[src/rtl/shifter_pkg.sv]
package shifter_pkg;

  // Shift chain and storage geometry
  localparam int NUM_STAGES = 8;
  localparam int LAST_STAGE = NUM_STAGES - 1;

  // Depth of the capture queue between the shift chain and the storage register
  localparam int CAPTURE_DEPTH = 16;

  // Flip-flops in front of any logic that reads a pin
  localparam int SYNC_STAGES = 2;

  // Pins sampled by mclk
  localparam int PIN_COUNT = 6;

  typedef logic [NUM_STAGES-1:0] stage_word_t;

  typedef struct packed {
    logic serial;
    logic shift_clk;
    logic clear_n;
    logic store_clk;
    logic oe_n;
    logic hold;
  } pin_in_t;

  // Idle pin levels while nrst is low: clear and enable inactive
  localparam pin_in_t PIN_IDLE = '{
    serial:    1'b0,
    shift_clk: 1'b0,
    clear_n:   1'b1,
    store_clk: 1'b0,
    oe_n:      1'b1,
    hold:      1'b0
  };

  localparam stage_word_t STAGE_ZERO = '0;

endpackage : shifter_pkg

[src/rtl/capture_fifo.sv]
`timescale 1ns/1ps
module capture_fifo
#(
  parameter int WIDTH = 8,
  parameter int DEPTH = 16
)
(
  // Clock and reset
  input  wire logic             mclk,
  input  wire logic             nrst,
  // Fill side
  input  wire logic             in_valid,
  output logic                  in_ready,
  input  wire logic [WIDTH-1:0] in_data,
  // Drain side
  output logic                  out_valid,
  input  wire logic             out_ready,
  output logic      [WIDTH-1:0] out_data,
  // Fill level
  output logic [$clog2(DEPTH):0] level
);
  localparam int AW = $clog2(DEPTH);

  logic [WIDTH-1:0] mem_reg [DEPTH];
  logic [AW-1:0]    wr_reg;
  logic [AW-1:0]    rd_reg;
  logic [AW:0]      count_reg;
  logic             push;
  logic             pop;

  assign in_ready  = (count_reg != DEPTH[AW:0]);
  assign out_valid = (count_reg != '0);
  assign push      = in_valid && in_ready;
  assign pop       = out_valid && out_ready;
  assign out_data  = mem_reg[rd_reg];
  assign level     = count_reg;

  // Payload storage carries no reset: captured words have no defined start value
  always_ff @(posedge mclk)
  begin
    if (push)
      mem_reg[wr_reg] <= in_data;
  end

  always_ff @(posedge mclk or negedge nrst)
  begin
    if (!nrst)
    begin
      wr_reg    <= '0;
      rd_reg    <= '0;
      count_reg <= '0;
    end
    else
    begin
      if (push)
        wr_reg <= (wr_reg == AW'(DEPTH - 1)) ? '0 : wr_reg + 1'b1;
      if (pop)
        rd_reg <= (rd_reg == AW'(DEPTH - 1)) ? '0 : rd_reg + 1'b1;
      count_reg <= count_reg + {{AW{1'b0}}, push} - {{AW{1'b0}}, pop};
    end
  end

endmodule : capture_fifo

[src/rtl/latched_shifter.sv]
`timescale 1ns/1ps
module latched_shifter
  import shifter_pkg::*;
(
  // Clock and reset
  input  wire logic                    mclk,
  input  wire logic                    nrst,
  // Serial side pins
  input  wire logic                    shift_data_in,
  input  wire logic                    shift_clock,
  input  wire logic                    shift_clear_n,
  input  wire logic                    storage_clock,
  input  wire logic                    output_enable_n,
  // Drain stall for the capture queue
  input  wire logic                    update_hold,
  // Parallel three-state outputs
  output shifter_pkg::stage_word_t     par_out,
  output logic                         par_oe,
  // Cascade output
  output logic                         cascade_out,
  // Capture queue status
  output logic                         capture_ready,
  output logic                         capture_dropped,
  output logic [$clog2(shifter_pkg::CAPTURE_DEPTH):0] capture_level
);
  import shifter_pkg::*;

  pin_in_t     pins_raw;
  pin_in_t     pins_s;
  pin_in_t     pins_rise;
  stage_word_t chain_reg;
  stage_word_t chain_next;
  stage_word_t storage_reg;
  stage_word_t drain_data;
  logic        drain_valid;
  logic        drain_ready;
  logic        shift_edge;
  logic        store_edge;
  logic        clear_active;
  logic        oe_reg;
  logic        dropped_reg;

  assign pins_raw = '{
    serial:    shift_data_in,
    shift_clk: shift_clock,
    clear_n:   shift_clear_n,
    store_clk: storage_clock,
    oe_n:      output_enable_n,
    hold:      update_hold
  };

  // Every pin, clocks included, sees the same latency so data stays aligned
  pin_sampler #(
    .W       (PIN_COUNT),
    .RST_VAL (PIN_IDLE)
  ) u_sampler (
    .mclk     (mclk),
    .nrst     (nrst),
    .pin_raw  (pins_raw),
    .pin_sync (pins_s),
    .pin_rise (pins_rise)
  );

  assign shift_edge   = pins_rise.shift_clk;
  assign store_edge   = pins_rise.store_clk;
  assign clear_active = !pins_s.clear_n;

  // Clear overrides shifting; falling clock edges fall through to hold
  always_comb
  begin
    chain_next = chain_reg;
    if (clear_active)
      chain_next = STAGE_ZERO;
    else if (shift_edge)
      chain_next = {chain_reg[LAST_STAGE-1:0], pins_s.serial};
  end

  // No reset on purpose: the chain has no defined start value
  always_ff @(posedge mclk)
  begin
    chain_reg <= chain_next;
  end

  assign cascade_out = chain_reg[LAST_STAGE];

  // Captures push the pre-shift chain; the queue feeds storage on mclk whenever the drain is not held
  capture_fifo #(
    .WIDTH (NUM_STAGES),
    .DEPTH (CAPTURE_DEPTH)
  ) u_queue (
    .mclk      (mclk),
    .nrst      (nrst),
    .in_valid  (store_edge),
    .in_ready  (capture_ready),
    .in_data   (chain_reg),
    .out_valid (drain_valid),
    .out_ready (drain_ready),
    .out_data  (drain_data),
    .level     (capture_level)
  );

  assign drain_ready = !pins_s.hold;

  // Storage changes only on a drained capture, never on clear
  always_ff @(posedge mclk)
  begin
    if (drain_valid && drain_ready)
      storage_reg <= drain_data;
  end

  // A capture arriving on a full queue is lost; report it for one cycle
  always_ff @(posedge mclk or negedge nrst)
  begin
    if (!nrst)
      dropped_reg <= 1'b0;
    else
      dropped_reg <= store_edge && !capture_ready;
  end

  assign capture_dropped = dropped_reg;

  // Enable is a registered copy so the driven window never glitches
  always_ff @(posedge mclk or negedge nrst)
  begin
    if (!nrst)
      oe_reg <= 1'b0;
    else
      oe_reg <= !pins_s.oe_n;
  end

  assign par_out = storage_reg;
  assign par_oe  = oe_reg;

  // Clear low forces an all-zero chain next cycle
  property p_clear_zero;
    @(posedge mclk) disable iff (!nrst)
    clear_active |=> (chain_reg == STAGE_ZERO);
  endproperty
  a_clear_zero: assert property (p_clear_zero)
    else $error("chain not zero after clear");

  // Shift edge moves every stage by one and loads serial data
  property p_shift_step;
    @(posedge mclk) disable iff (!nrst)
    (shift_edge && !clear_active)
      |=> (chain_reg == {$past(chain_reg[LAST_STAGE-1:0]), $past(pins_s.serial)});
  endproperty
  a_shift_step: assert property (p_shift_step)
    else $error("shift step wrong");

  // Without a rising edge or clear the chain holds
  property p_chain_hold;
    @(posedge mclk) disable iff (!nrst)
    (!shift_edge && !clear_active) |=> $stable(chain_reg);
  endproperty
  a_chain_hold: assert property (p_chain_hold)
    else $error("chain moved without rising edge");

  // Cascade output changes only after a shift edge or clear
  property p_cascade_cause;
    @(posedge mclk) disable iff (!nrst)
    !$stable(cascade_out) |-> $past(shift_edge || clear_active);
  endproperty
  a_cascade_cause: assert property (p_cascade_cause)
    else $error("cascade changed without cause");

  // Enable pin level reaches the output enable exactly one cycle later
  property p_enable_follow;
    @(posedge mclk) disable iff (!nrst)
    pins_s.oe_n ##1 pins_s.oe_n |-> !par_oe;
  endproperty
  a_enable_follow: assert property (p_enable_follow)
    else $error("parallel outputs driven while disabled");

  property p_enable_drive;
    @(posedge mclk) disable iff (!nrst)
    !pins_s.oe_n |=> par_oe;
  endproperty
  a_enable_drive: assert property (p_enable_drive)
    else $error("parallel outputs not driven while enabled");

  // Tied clocks into an empty, unstalled queue: storage shows the pre-shift chain
  property p_tied_lag;
    @(posedge mclk) disable iff (!nrst)
    (store_edge && shift_edge && !drain_valid && drain_ready) ##1 drain_ready
      |=> (storage_reg == $past(chain_reg, 2));
  endproperty
  a_tied_lag: assert property (p_tied_lag)
    else $error("storage did not lag the chain by one shift");

  // Storage edge into an empty, unstalled queue copies the chain within two cycles
  property p_store_copy;
    @(posedge mclk) disable iff (!nrst)
    (store_edge && !drain_valid && drain_ready) ##1 drain_ready
      |=> (par_out == $past(chain_reg, 2));
  endproperty
  a_store_copy: assert property (p_store_copy)
    else $error("storage edge not copied to outputs");

  // Clear alone leaves storage untouched
  property p_clear_keeps_store;
    @(posedge mclk) disable iff (!nrst)
    (clear_active && !drain_valid) |=> $stable(storage_reg);
  endproperty
  a_clear_keeps_store: assert property (p_clear_keeps_store)
    else $error("clear altered storage");

  // A stalled drain freezes storage while new patterns keep shifting
  property p_hold_freezes;
    @(posedge mclk) disable iff (!nrst)
    !drain_ready |=> $stable(storage_reg);
  endproperty
  a_hold_freezes: assert property (p_hold_freezes)
    else $error("storage moved during stall");

  // A falling shift clock never moves the chain
  property p_fall_no_shift;
    @(posedge mclk) disable iff (!nrst)
    ($fell(pins_s.shift_clk) && !clear_active) |=> $stable(chain_reg);
  endproperty
  a_fall_no_shift: assert property (p_fall_no_shift)
    else $error("chain moved on falling shift clock");

  // A falling storage clock never queues a capture
  property p_store_fall_quiet;
    @(posedge mclk) disable iff (!nrst)
    $fell(pins_s.store_clk) |=> (capture_level <= $past(capture_level));
  endproperty
  a_store_fall_quiet: assert property (p_store_fall_quiet)
    else $error("capture queued on falling storage clock");

  // Storage only ever changes through a drained capture
  property p_storage_cause;
    @(posedge mclk) disable iff (!nrst)
    !$stable(storage_reg) |-> $past(drain_valid && drain_ready);
  endproperty
  a_storage_cause: assert property (p_storage_cause)
    else $error("storage changed without a capture");

  // Every accepted storage edge adds exactly one queued capture
  property p_push_on_edge;
    @(posedge mclk) disable iff (!nrst)
    (store_edge && capture_ready) |=> (capture_level ==
      $past(capture_level) + 5'h01 - {4'h0, $past(drain_valid && drain_ready)});
  endproperty
  a_push_on_edge: assert property (p_push_on_edge)
    else $error("storage edge not queued");

  // Losing a capture is always reported on the next cycle
  property p_drop_flag;
    @(posedge mclk) disable iff (!nrst)
    (store_edge && !capture_ready) |=> capture_dropped;
  endproperty
  a_drop_flag: assert property (p_drop_flag)
    else $error("lost capture not reported");

  property p_drop_cause;
    @(posedge mclk) disable iff (!nrst)
    capture_dropped |-> $past(store_edge && !capture_ready);
  endproperty
  a_drop_cause: assert property (p_drop_cause)
    else $error("drop reported without a lost capture");

  // Ready tracks the fill level; a full queue refuses
  property p_ready_level;
    @(posedge mclk) disable iff (!nrst)
    capture_ready == (capture_level < CAPTURE_DEPTH);
  endproperty
  a_ready_level: assert property (p_ready_level)
    else $error("queue ready disagrees with level");

  // Cascade output takes the next-to-last stage on a shift
  property p_cascade_shift;
    @(posedge mclk) disable iff (!nrst)
    (shift_edge && !clear_active) |=> (cascade_out == $past(chain_reg[LAST_STAGE-1]));
  endproperty
  a_cascade_shift: assert property (p_cascade_shift)
    else $error("cascade output did not follow the shift");

  property p_clear_cascade;
    @(posedge mclk) disable iff (!nrst)
    clear_active |=> !cascade_out;
  endproperty
  a_clear_cascade: assert property (p_clear_cascade)
    else $error("cascade output high after clear");

  // Disabling floats the outputs on the first cycle, not only the second
  property p_oe_release;
    @(posedge mclk) disable iff (!nrst)
    $rose(pins_s.oe_n) |=> !par_oe;
  endproperty
  a_oe_release: assert property (p_oe_release)
    else $error("parallel outputs still driven after disable");

endmodule : latched_shifter

[src/rtl/pin_sampler.sv]
`timescale 1ns/1ps
module pin_sampler
  import shifter_pkg::*;
#(
  parameter int          W       = 1,
  parameter logic [W-1:0] RST_VAL = '0
)
(
  // Clock and reset
  input  wire logic         mclk,
  input  wire logic         nrst,
  // Raw pins
  input  wire logic [W-1:0] pin_raw,
  // Synchronised levels and rising edges
  output logic      [W-1:0] pin_sync,
  output logic      [W-1:0] pin_rise
);
  import shifter_pkg::*;

  logic [W-1:0] meta_reg;
  logic [W-1:0] sync_reg;
  logic [W-1:0] prev_reg;

  // First stage is read only by the second
  always_ff @(posedge mclk or negedge nrst)
  begin
    if (!nrst)
    begin
      meta_reg <= RST_VAL;
      sync_reg <= RST_VAL;
    end
    else
    begin
      meta_reg <= pin_raw;
      sync_reg <= meta_reg;
    end
  end

  always_ff @(posedge mclk or negedge nrst)
  begin
    if (!nrst)
      prev_reg <= RST_VAL;
    else
      prev_reg <= sync_reg;
  end

  assign pin_sync = sync_reg;
  assign pin_rise = sync_reg & ~prev_reg;

endmodule : pin_sampler

[config.mk]
export PLATFORM = sky130hd
export DESIGN_NAME = latched_shifter
export DESIGN_NICKNAME = d
export VERILOG_FILES = /design/src/rtl/shifter_pkg.sv /design/src/rtl/capture_fifo.sv /design/src/rtl/latched_shifter.sv /design/src/rtl/pin_sampler.sv
export SDC_FILE = /design/constraint.sdc
export NUM_CORES = 1
export LEC_CHECK = 0
export ABC_AREA = 1
export BUFFER_PORTS_ARGS = -buffer_cell sky130_fd_sc_hd__buf_2
export CAP_MARGIN = 5
export CORE_ASPECT_RATIO = 1.2
export CORE_UTILIZATION = 40
export DETAILED_ROUTE_END_ITERATION = 10
export PLACE_DENSITY = 0.63
export SLEW_MARGIN = 20
export SYNTH_ARGS = -nofsm -noshare
export SYNTH_HDL_FRONTEND = slang
export SYNTH_SLANG_ARGS = --single-unit
[constraint.sdc]
create_clock -name mclk -period 2.4 [get_ports mclk]
set_input_delay 0.48 -clock mclk [delete_from_list [all_inputs] [get_ports mclk]]
set_output_delay 0.48 -clock mclk [all_outputs]
set_load 0.05 [all_outputs]
# Word-level counts from Yosys, hierarchy flattened
# Memory sizes are Yosys's and may differ from the RTL's. A register that Yosys moved wholly into a read port is not among the register bits.
# Index checks and enable logic that the tools add are counted.
# Widths: inputs -> output; s select.
[totals] regBits=40 latch_bits=0 mem_bits_rw=128 rom_bits=0 input_bits=8 output_inout_bits=17 word_cells=30 memories=1
[memory_table] memory="u_queue.mem_reg" words=16 word_bits=8 rd=1 rd_clocked_by_memory_dff=1 write_ports=1 line_no="capture_fifo.sv:24" source="logic [WIDTH-1:0] mem_reg [DEPTH];"
[op_classes] addsub=4 mul=0 div=0 order_cmp=0 n_eq_ne=3 shifts=0 mux=4 bitwise_logic=2 n_reduce_logical=7
[ops] operator="$add 4x1->4 const B" count=2
[ops] operator="$eq 4x4->1 const B" count=2
[ops] operator="$mux 4" count=2
[ops] operator="$add 5x1->5" count=1
[ops] operator="$and 5x5->5" count=1
[ops] operator="$ne 5x5->1 const B" count=1
[ops] operator="$not 5->5" count=1
[ops] operator="$reduce_bool 5->1" count=1
[ops] operator="$sub 5x1->5" count=1
[ops] operator="$logic_and 1x1->1" count=3
[ops] operator="$logic_not 1->1" count=3
[ops] operator="$mux 1" count=2

# Depth between registers and ports, before layout
# Gate-level depths: netlist of the first run.
[depth] depth_word=5 ltp_mapped=15 depth_no_buf=15

# By module
# A second synthesis of the first run with hierarchy kept.
[hier_totals] cells_unflattened=754 area_unflattened_um2=7623.6
[by_module_without_submodules] mod="capture_fifo" n_inst=1 cells_per_inst=657 area_per_inst_um2=6412.4 seq_area_each_um2=4169.0
[by_module_without_submodules] mod="latched_shifter" n_inst=1 cells_per_inst=67 area_per_inst_um2=693.2 seq_area_each_um2=450.4
[by_module_without_submodules] mod="pin_sampler" n_inst=1 cells_per_inst=30 area_per_inst_um2=518.0 seq_area_each_um2=457.9

# Least setup slack after synthesis of the first run
# No wires, ideal clock.
[synth_timing] path_kind="reg-to-reg" from="register u_queue.count_reg[2] (netlist: u_queue.level[2])" to="memory u_queue.mem_reg[10][0] (enable)" setup_ns=0.383 arrival_time_ns=2.410 required_time_ns=2.017 slack_ns=-0.393 stages_incl_launch_ff=7 n_path_buf=1 period_less_slack_ns=2.793 cell_sequence="dfrtp_1 inv_1 ha_1 nand3_1 nand3_2 buf_2 nor3_1"
[synth_via] elab_chain_len=4
[synth_lines] item="start, declared" line_no="capture_fifo.sv:27" source="logic [AW:0] count_reg;"
[synth_lines] item="start signal, assigned" line_no="capture_fifo.sv:59" source="count_reg <= count_reg + {{AW{1'b0}}, push} - {{AW{1'b0}}, pop};"
[synth_lines] item="$ne 5x5->1" line_no="capture_fifo.sv:31" source="assign in_ready = (count_reg != DEPTH[AW:0]);"
[synth_lines] item="via capture_ready" line_no="latched_shifter.sv:22" source="output logic capture_ready,"
[synth_lines] item="$logic_and 1x1->1" line_no="capture_fifo.sv:33" source="assign push = in_valid && in_ready;"
[synth_lines] item="$mux 1" line_no="capture_fifo.sv:41" source="if (push)"
[synth_lines] item="$mux 1 (not written as such)" line_no="capture_fifo.sv:42" source="mem_reg[wr_reg] <= in_data;"
[synth_lines] item="end, declared" line_no="capture_fifo.sv:24"
# The timed path passes the listed nets, and every way through them passes these cells.

# Worst setup path in the final report of the first run
[layout_timing] from="register u_queue.count_reg[2] (netlist: u_queue.level[2])" to="register u_queue.count_reg[4] (netlist: u_queue.level[4])"
[layout_via] word_cells_on_any_way=6 classes_between="add/sub (2); eq/ne (1); reduce/logical (3)"
[layout_lines] item="$reduce_bool 5->1" line_no="capture_fifo.sv:32" source="assign out_valid = (count_reg != '0);"
[layout_lines] item="$logic_and 1x1->1" line_no="capture_fifo.sv:34" source="assign pop = out_valid && out_ready;"
[layout_lines] item="via u_queue.pop" line_no="capture_fifo.sv:29" source="logic pop;"
[layout_lines] item="$sub 5x1->5" line_no="capture_fifo.sv:59"
# The timed path passes the listed nets, and every way through them passes these cells.
# A chain may end at the register's enable or synchronous reset.

==> results by group, run 1 <==
Route
  – Wire length reported by the detailed router: 15700 um
  – Antenna viol nets, final: 0
  – Remaining routing DRC violations: 0
  – Average wire length per cell after detail routing: 16.4 um
  – Number of design-rule violations left by the first detailed-router iteration: 267
  – Number of iterations in the first detailed-routing pass: 4
  – Overall via count from detail_route: 4720
  – Number of vias per cell after detailed routing: 4.91

Status
  – Result of the run: finished clean

Power and ir drop
  – Cell area power density: 1140 mW/mm^2
  – Logic pwr share: 0.317
  – Register share of total power: 0.406
  – Final Total Pwr: 9500 uW
  – Share of total power in the clock network: 0.277
  – Net switching power: 3610 uW
  – Cell leakage power: 0.00356 uW
  – Worst IR drop on VDD: 0.000845 V
  – Internal: 5890 uW
  – Switch share: 0.380

Timing
  – Worst Max-Slew Pin Slew: 0.824 ns
  – Final-report setup violation count: 0
  – Number of pins with negative max-slew slack in the final report: 0
  – Post-route fraction of the period consumed by the critical path: 0.950
  – Final hold violations: 0
  – Worst Skew: 0.00768 ns
  – Worst hold slack after final layout: 0.0666 ns
  – Top achievable clock speed: 439 MHz
  – Tightest slew margin relative to the limit: 0.450
  – Final critical delay including setup and external delays: 2.28 ns

Global routing
  – Global Route Usage Sum: 0.179
  – Total congestion overflow after global routing: 0
  – Number of antenna violations at the first check in global routing: 0
  – Number of global-route vias before repair: 4673
  – First-pass GRT wire length: 25000 um
  – Pin count of the biggest net entering global routing: 79

Place
  – GPL Wtd Cong: 0.808
  – Number of buffers added on ports: 24
  – Placed wire-length estimate after detailed placement: 10000 um

Clock network
  – Clock sink total: 173
  – Clock transition time at the flip-flop clock pins of the worst setup and hold paths: 0.07 ns
  – TritonCTS buffer count: 17
  – Buffer cell driving the clock tree root: sky130_fd_sc_hd__clkbuf_16
  – CTS Hold Bufs: 0
  – Clock insertion delay at the later pin of the skew report: 0.43 ns
  – H-tree depth: 4
  – Maximum root-to-sink buffer count: 2
  – Clock tree from TritonCTS: yes

Final layout
  – Filler cells: 1542
  – Layout Area Growth over Synthesis: 15.8%
  – Fraction of layout instances using a drive strength above 1: 0.163
  – Number of nets in the layout: 748
  – Max reg flops: 128
  – Diode insertion count for antenna repair: 0

Critical path
  – Crit path required time: 2.77 ns
  – Element type at the critical path start: register
  – Crit path max fanout: 3
  – Setup crit start: u_queue.level[2]
  – Endpoint class of the critical path: register
  – Crit path arrival time: 2.65 ns
  – RR Startpoint: u_queue.level[2]
  – Series of cell instances along the critical path: inv_2 -> ha_4 -> nand3b_1 -> nand2_2 -> inv_4 -> ha_1 -> inv_1 -> ha_2 -> inv_1 -> fa_2 -> o21ai_2 -> nand2_1 -> nand2_1 -> nand2_1 -> nand2_1
  – Critical Path Max Stage Delay: 0.43 ns
  – Setup slack of the most critical reg-to-reg path: 0.12 ns
  – Critical path class: register to register
  – Critical-path cell with the highest stage delay: sky130_fd_sc_hd__dfrtp_2
  – Top cell by count, worst path: sky130_fd_sc_hd__nand2_1

Floorplan
  – Num ports: 25
  – Die footprint: 0.0186 sq mm
  – Horizontal die dimension: 125 um
  – Rows: 53
  – Area of the core region: 0.0176 sq mm
  – Initial core utilization: 0.411
  – Height of the die: 149 um

Synth
  – Number of nets produced by synthesis: 703
  – Average footprint of a synthesized cell: 10.6 sq um
  – Unique masters post-synth: 26
  – Number of instances in the synthesized netlist: 683
  – Total of flip-flops plus latches after synthesis: 173
  – Area of the mapped netlist: 0.00723 sq mm
  – Count of yosys warnings during synthesis: 0
  – Share of synthesized area occupied by flip-flops and latches: 0.688

Min path
  – Class of the tightest hold or removal check: input pin to asynchronous set/reset pin

Flow run
  – Number of maximum-capacitance constraint violations: 0
-- layer usage --
metal	wire, um	track usage	vias up
li1	-	-	2300
met1	6560	0.211	2304
met2	8340	0.317	98
met3	571	0.0391	18
met4	275	0.0681	0
met5	0	0	-
-- area by class of cell --
class                      instances  area [sq um]  share of cell area
clock buffer                      18           450              0.0538
inverter                          81           309              0.0369
timing repair buffer              50           328              0.0392
sequential                       173          4980               0.595
multi-input combinational        405          1910               0.228
clock inverter                    14           121              0.0145
tap                              220           275              0.0329
-- worst paths after layout --
check	to	cells past startpoint
worst max-delay path	u_queue.level[4]	15
worst min-delay path	u_queue.wr_reg[0]	1
worst max register to register	u_queue.level[4]	15
worst min register to register	u_sampler.pin_sync[2]	0
max in group asynchronous	u_queue.rd_reg[0]	1
min in group mclk	u_sampler.meta_reg[1]	1
-- kinds of logic (layout without fill, tap and decap cells) --
| family | after synthesis | in the layout | synth area share |
|---|---|---|---|
| and+or+nand+nor | 373 | 373 | 0.211 |
| DFF | 173 | 173 | 0.688 |
| buffers and inverters | 105 | 163 | 0.0627 |
| AOI/OAI and AO/OA | 16 | 16 | 0.0111 |
| adders and majority gates | 12 | 12 | 0.0218 |
| xor gates and xnor gates | 4 | 4 | 0.00485 |
-- stage by stage --
stage	area (sq um)	setup WS, ns	util	instances	TNS, ns
3_5_place_dp	7740	-0.0148	0.440	924	-0.0148
6_report	8370	0.120	0.476	961	0
4_1_cts	8320	0.00426	0.473	957	0
2_1_floorplan	7320	0.0107	-	683	0
5_1_grt	8370	-0.0330	0.476	961	-0.0330
3_3_place_gp	7740	0.120	0.440	924	0
-- cell usage in the layout, fill, tap and decap left out, types with 8 or more instances in the layout --
| cell | n |
|---|---|
| sky130_fd_sc_hd__clkbuf_16 | 18 |
| sky130_fd_sc_hd__buf_4 | 25 |
| sky130_fd_sc_hd__nand2_1 | 225 |
| sky130_fd_sc_hd__edfxtp_1 | 136 |
| sky130_fd_sc_hd__nor2_1 | 67 |
| sky130_fd_sc_hd__nand3_1 | 57 |
| sky130_fd_sc_hd__o21ai_0 | 15 |
| sky130_fd_sc_hd__buf_2 | 24 |
| sky130_fd_sc_hd__inv_1 | 74 |
| sky130_fd_sc_hd__dfxtp_1 | 8 |
| sky130_fd_sc_hd__dfrtp_1 | 21 |
| sky130_fd_sc_hd__nor3_2 | 15 |
| sky130_fd_sc_hd__ha_1 | 9 |
-- critical path, delay by kind of cell, from the launching register on --
| kind | cells | cell delay [ns] |
|---|---|---|
| buf+inv | 4 | 0.25 |
| fa+ha+maj | 4 | 0.96 |
| compound gates | 1 | 0.13 |
| simple gates | 6 | 0.46 |
| flops | 1 | 0.43 |
-- cells in the mapped netlist --
library cell	instances	area share
sky130_fd_sc_hd__nand2_1	226	0.12
sky130_fd_sc_hd__edfxtp_1	136	0.57
sky130_fd_sc_hd__inv_1	77	0.040
sky130_fd_sc_hd__nor2_1	68	0.035
sky130_fd_sc_hd__nand3_1	58	0.040
sky130_fd_sc_hd__dfrtp_1	25	0.087
sky130_fd_sc_hd__o21ai_0	16	0.011
sky130_fd_sc_hd__buf_2	15	0.010
sky130_fd_sc_hd__nor3_1	15	0.010
sky130_fd_sc_hd__ha_1	11	0.019
sky130_fd_sc_hd__dfxtp_1	8	0.022
sky130_fd_sc_hd__buf_4	4	0.0042
sky130_fd_sc_hd__dfstp_2	4	0.015
sky130_fd_sc_hd__buf_6	3	0.0047
sky130_fd_sc_hd__clkbuf_1	2	0.0010
sky130_fd_sc_hd__inv_2	2	0.0010
sky130_fd_sc_hd__nand3b_1	2	0.0021
sky130_fd_sc_hd__xnor2_1	2	0.0024
sky130_fd_sc_hd__xor2_1	2	0.0024
sky130_fd_sc_hd__clkinv_1	1	0.00052
sky130_fd_sc_hd__fa_1	1	0.0028
sky130_fd_sc_hd__inv_4	1	0.00087
sky130_fd_sc_hd__nand2_2	1	0.00087
sky130_fd_sc_hd__nand3_2	1	0.0014
sky130_fd_sc_hd__nand4_1	1	0.00087
sky130_fd_sc_hd__nor2_8	1	0.0028
-- power groups by stage --
stage | Sequential [uW] | Clock, uW | Combinational [uW]
final | 3860 | 2630 | 3020
after CTS | 3850 | 2670 | 2950
after global routing | 3890 | 2780 | 3360
after floorplan | 4210 | 0 | 1870
after global placement | 3890 | 0 | 2880
after detailed placement | 3920 | 0 | 2930
-- what timing repair did --
action / in CTS / in global routing
setup buffers: 1 / 4
endpoints found under the setup margin: 1 / 1
pin swaps: 1 / 4
gates resized for setup: 0 / 6
Note: power is estimated with default switching activity, not from simulation.
==> inputs of run 2 (changes only) <==
--- a/config.mk
+++ b/config.mk
@@ -11,8 +11,9 @@
 export CORE_ASPECT_RATIO = 1.2
 export CORE_UTILIZATION = 40
 export DETAILED_ROUTE_END_ITERATION = 10
-export PLACE_DENSITY = 0.63
+export PLACE_DENSITY = 0.62
 export SLEW_MARGIN = 20
 export SYNTH_ARGS = -nofsm -noshare
 export SYNTH_HDL_FRONTEND = slang
+export SYNTH_HIERARCHICAL = 1
 export SYNTH_SLANG_ARGS = --single-unit
==> results by group, run 2 <==
Place
  – Post-place setup slack: 0.132 ns
  – GPL Wtd Cong: 0.766
  – Number of buffers added on ports: 24
  – Placed wire-length estimate after detailed placement: 8980 um
  – Post-Place Cells: 987
  – Instance area at placement: 0.00795 sq mm

Power and ir drop
  – Cell leakage power: 0.00391 uW
  – Cell area power density: 1120 mW/mm^2
  – Worst IR drop on VDD: 0.000833 V

Final layout
  – Number of nets in the layout: 802
  – Most frequent cells in the layout: sky130_fd_sc_hd__nand2_1, sky130_fd_sc_hd__inv_1, sky130_fd_sc_hd__edfxtp_1
  – Final cell count without fillers: 1019
  – Layout Area Growth over Synthesis: 15.0%
  – Filler cells: 1670
  – Most common cell after layout, fill and taps aside: sky130_fd_sc_hd__nand2_1
  – Non-Filler Cell Area, Final: 0.00860 sq mm
  – Max reg flops: 128
  – Diode insertion count for antenna repair: 0
  – Fraction of layout instances using a drive strength above 1: 0.141

Timing
  – Worst hold slack after final layout: 0.0688 ns
  – Final-report setup violation count: 0
  – Final critical delay including setup and external delays: 2.23 ns
  – Final hold violations: 0
  – Post-Route Setup TNS: 0 ns
  – Top achievable clock speed: 448 MHz
  – Setup slack of the critical path after layout: 0.167 ns
  – Worst Skew: 0.00701 ns
  – Post-route fraction of the period consumed by the critical path: 0.930
  – Worst Max-Slew Pin Slew: 0.764 ns
  – Tightest slew margin relative to the limit: 0.490
  – Number of pins with negative max-slew slack in the final report: 0

Clock network
  – H-tree depth: 4
  – Maximum root-to-sink buffer count: 2
  – Setup bufs post-CTS: 0
  – Number of gates resized after cts: 0
  – Clock insertion delay at the later pin of the skew report: 0.42 ns
  – Clock transition time at the flip-flop clock pins of the worst setup and hold paths: 0.06 ns
  – Clock sink total: 173
  – TritonCTS buffer count: 17
  – Clock tree from TritonCTS: yes
  – Buffer cell driving the clock tree root: sky130_fd_sc_hd__clkbuf_16
  – CTS Hold Bufs: 0

Route
  – Average wire length per cell after detail routing: 14.3 um
  – Number of design-rule violations left by the first detailed-router iteration: 329
  – Number of vias per cell after detailed routing: 4.61
  – Overall via count from detail_route: 4702
  – Antenna viol nets, final: 0
  – Wire length reported by the detailed router: 14500 um
  – Remaining routing DRC violations: 0
  – Number of iterations in the first detailed-routing pass: 4

Synth
  – Area of the mapped netlist: 0.00748 sq mm
  – Count of yosys warnings during synthesis: 6
  – Average footprint of a synthesized cell: 10.1 sq um
  – Number of instances in the synthesized netlist: 742
  – Number of nets produced by synthesis: 762

Floorplan
  – Height of the die: 152 um
  – Horizontal die dimension: 127 um
  – Initial core utilization: 0.410
  – Area of the core region: 0.0182 sq mm
  – Die footprint: 0.0193 sq mm
  – Rows: 54
  – Num ports: 25

Global routing
  – Global Route Usage Sum: 0.164
  – Number of global-route vias before repair: 4542
  – Number of antenna violations at the first check in global routing: 0
  – Total congestion overflow after global routing: 0
  – First-pass GRT wire length: 23600 um
  – Pin count of the biggest net entering global routing: 65

Critical path
  – Critical path class: register to register
  – Element type at the critical path start: register
  – Endpoint class of the critical path: register
  – Crit path required time: 2.70 ns
  – Crit path arrival time: 2.54 ns
  – Crit path max fanout: 6

Status
  – Result of the run: finished clean

Min path
  – Class of the tightest hold or removal check: input pin to asynchronous set/reset pin

Flow run
  – Number of maximum-capacitance constraint violations: 0
run 2: path summary, 6_finish.rpt:
| path | startpoint | end | slack, ns | cells after the start |
|---|---|---|---|---|
| hold reg to reg | u_sampler/meta_reg[0] | u_sampler/pin_sync[0] | 0.35 | 0 |
| hold / removal | nrst | u_sampler/pin_sync[0] | 0.07 | 1 |
| setup reg to reg | u_queue/level[3] | u_queue/level[4] | 0.17 | 13 |
| max in group asynchronous | nrst | u_queue/rd_reg[0] | 1.89 | 1 |
| min in group mclk | shift_clear_n | u_sampler/meta_reg[3] | 0.16 | 1 |
| setup / recovery | u_queue/level[3] | u_queue/level[4] | 0.17 | 13 |
run 2: layer usage:
layer | global-route usage | wire length, um | vias to the layer above | part of all wire
met1 | 0.208 | 6250 | 2193 | 0.43
met4 | 0.0658 | 278 | 0 | 0.019
li1 | - | - | 2391 | -
met2 | 0.275 | 7280 | 103 | 0.50
met3 | 0.0338 | 706 | 15 | 0.049
met5 | 0 | 0 | - | 0
run 2: report_power, final:
group | internal (uW) | switching, uW
clock network | 1810 | 1080
registers | 3600 | 194
logic | 841 | 2080
total | 6250 | 3350
run 2: metrics by stage:
stage | utilization | total power [uW]
global route | 0.471 | 10200
finish | 0.471 | 9610
CTS | 0.471 | 9710
floorplan | - | 6040
detailed placement | 0.436 | 6800
global placement | 0.436 | 6780
run 2: area by class of cell:
type,instances,area [sq um],share of cell area
sequential,173,4980,0.579
tap,224,280,0.0326
clock buffer,27,591,0.0687
inverter,157,591,0.0687
multi-input combinational,387,1800,0.209
timing repair buffer,46,298,0.0346
clock inverter,5,58.8,0.00684
run 2: worst max-delay path, cell delays in order, from the launching register on:
cell and delay, ns:
sky130_fd_sc_hd__dfrtp_2 0.42, sky130_fd_sc_hd__inv_2 0.08, sky130_fd_sc_hd__ha_4 0.13, sky130_fd_sc_hd__nand4_1 0.13
sky130_fd_sc_hd__nand2_2 0.12, sky130_fd_sc_hd__inv_2 0.08, sky130_fd_sc_hd__ha_4 0.24, sky130_fd_sc_hd__inv_2 0.06
sky130_fd_sc_hd__ha_4 0.12, sky130_fd_sc_hd__inv_2 0.03, sky130_fd_sc_hd__fa_2 0.36, sky130_fd_sc_hd__o21ai_1 0.12
sky130_fd_sc_hd__a21oi_1 0.09, sky130_fd_sc_hd__xor2_1 0.14
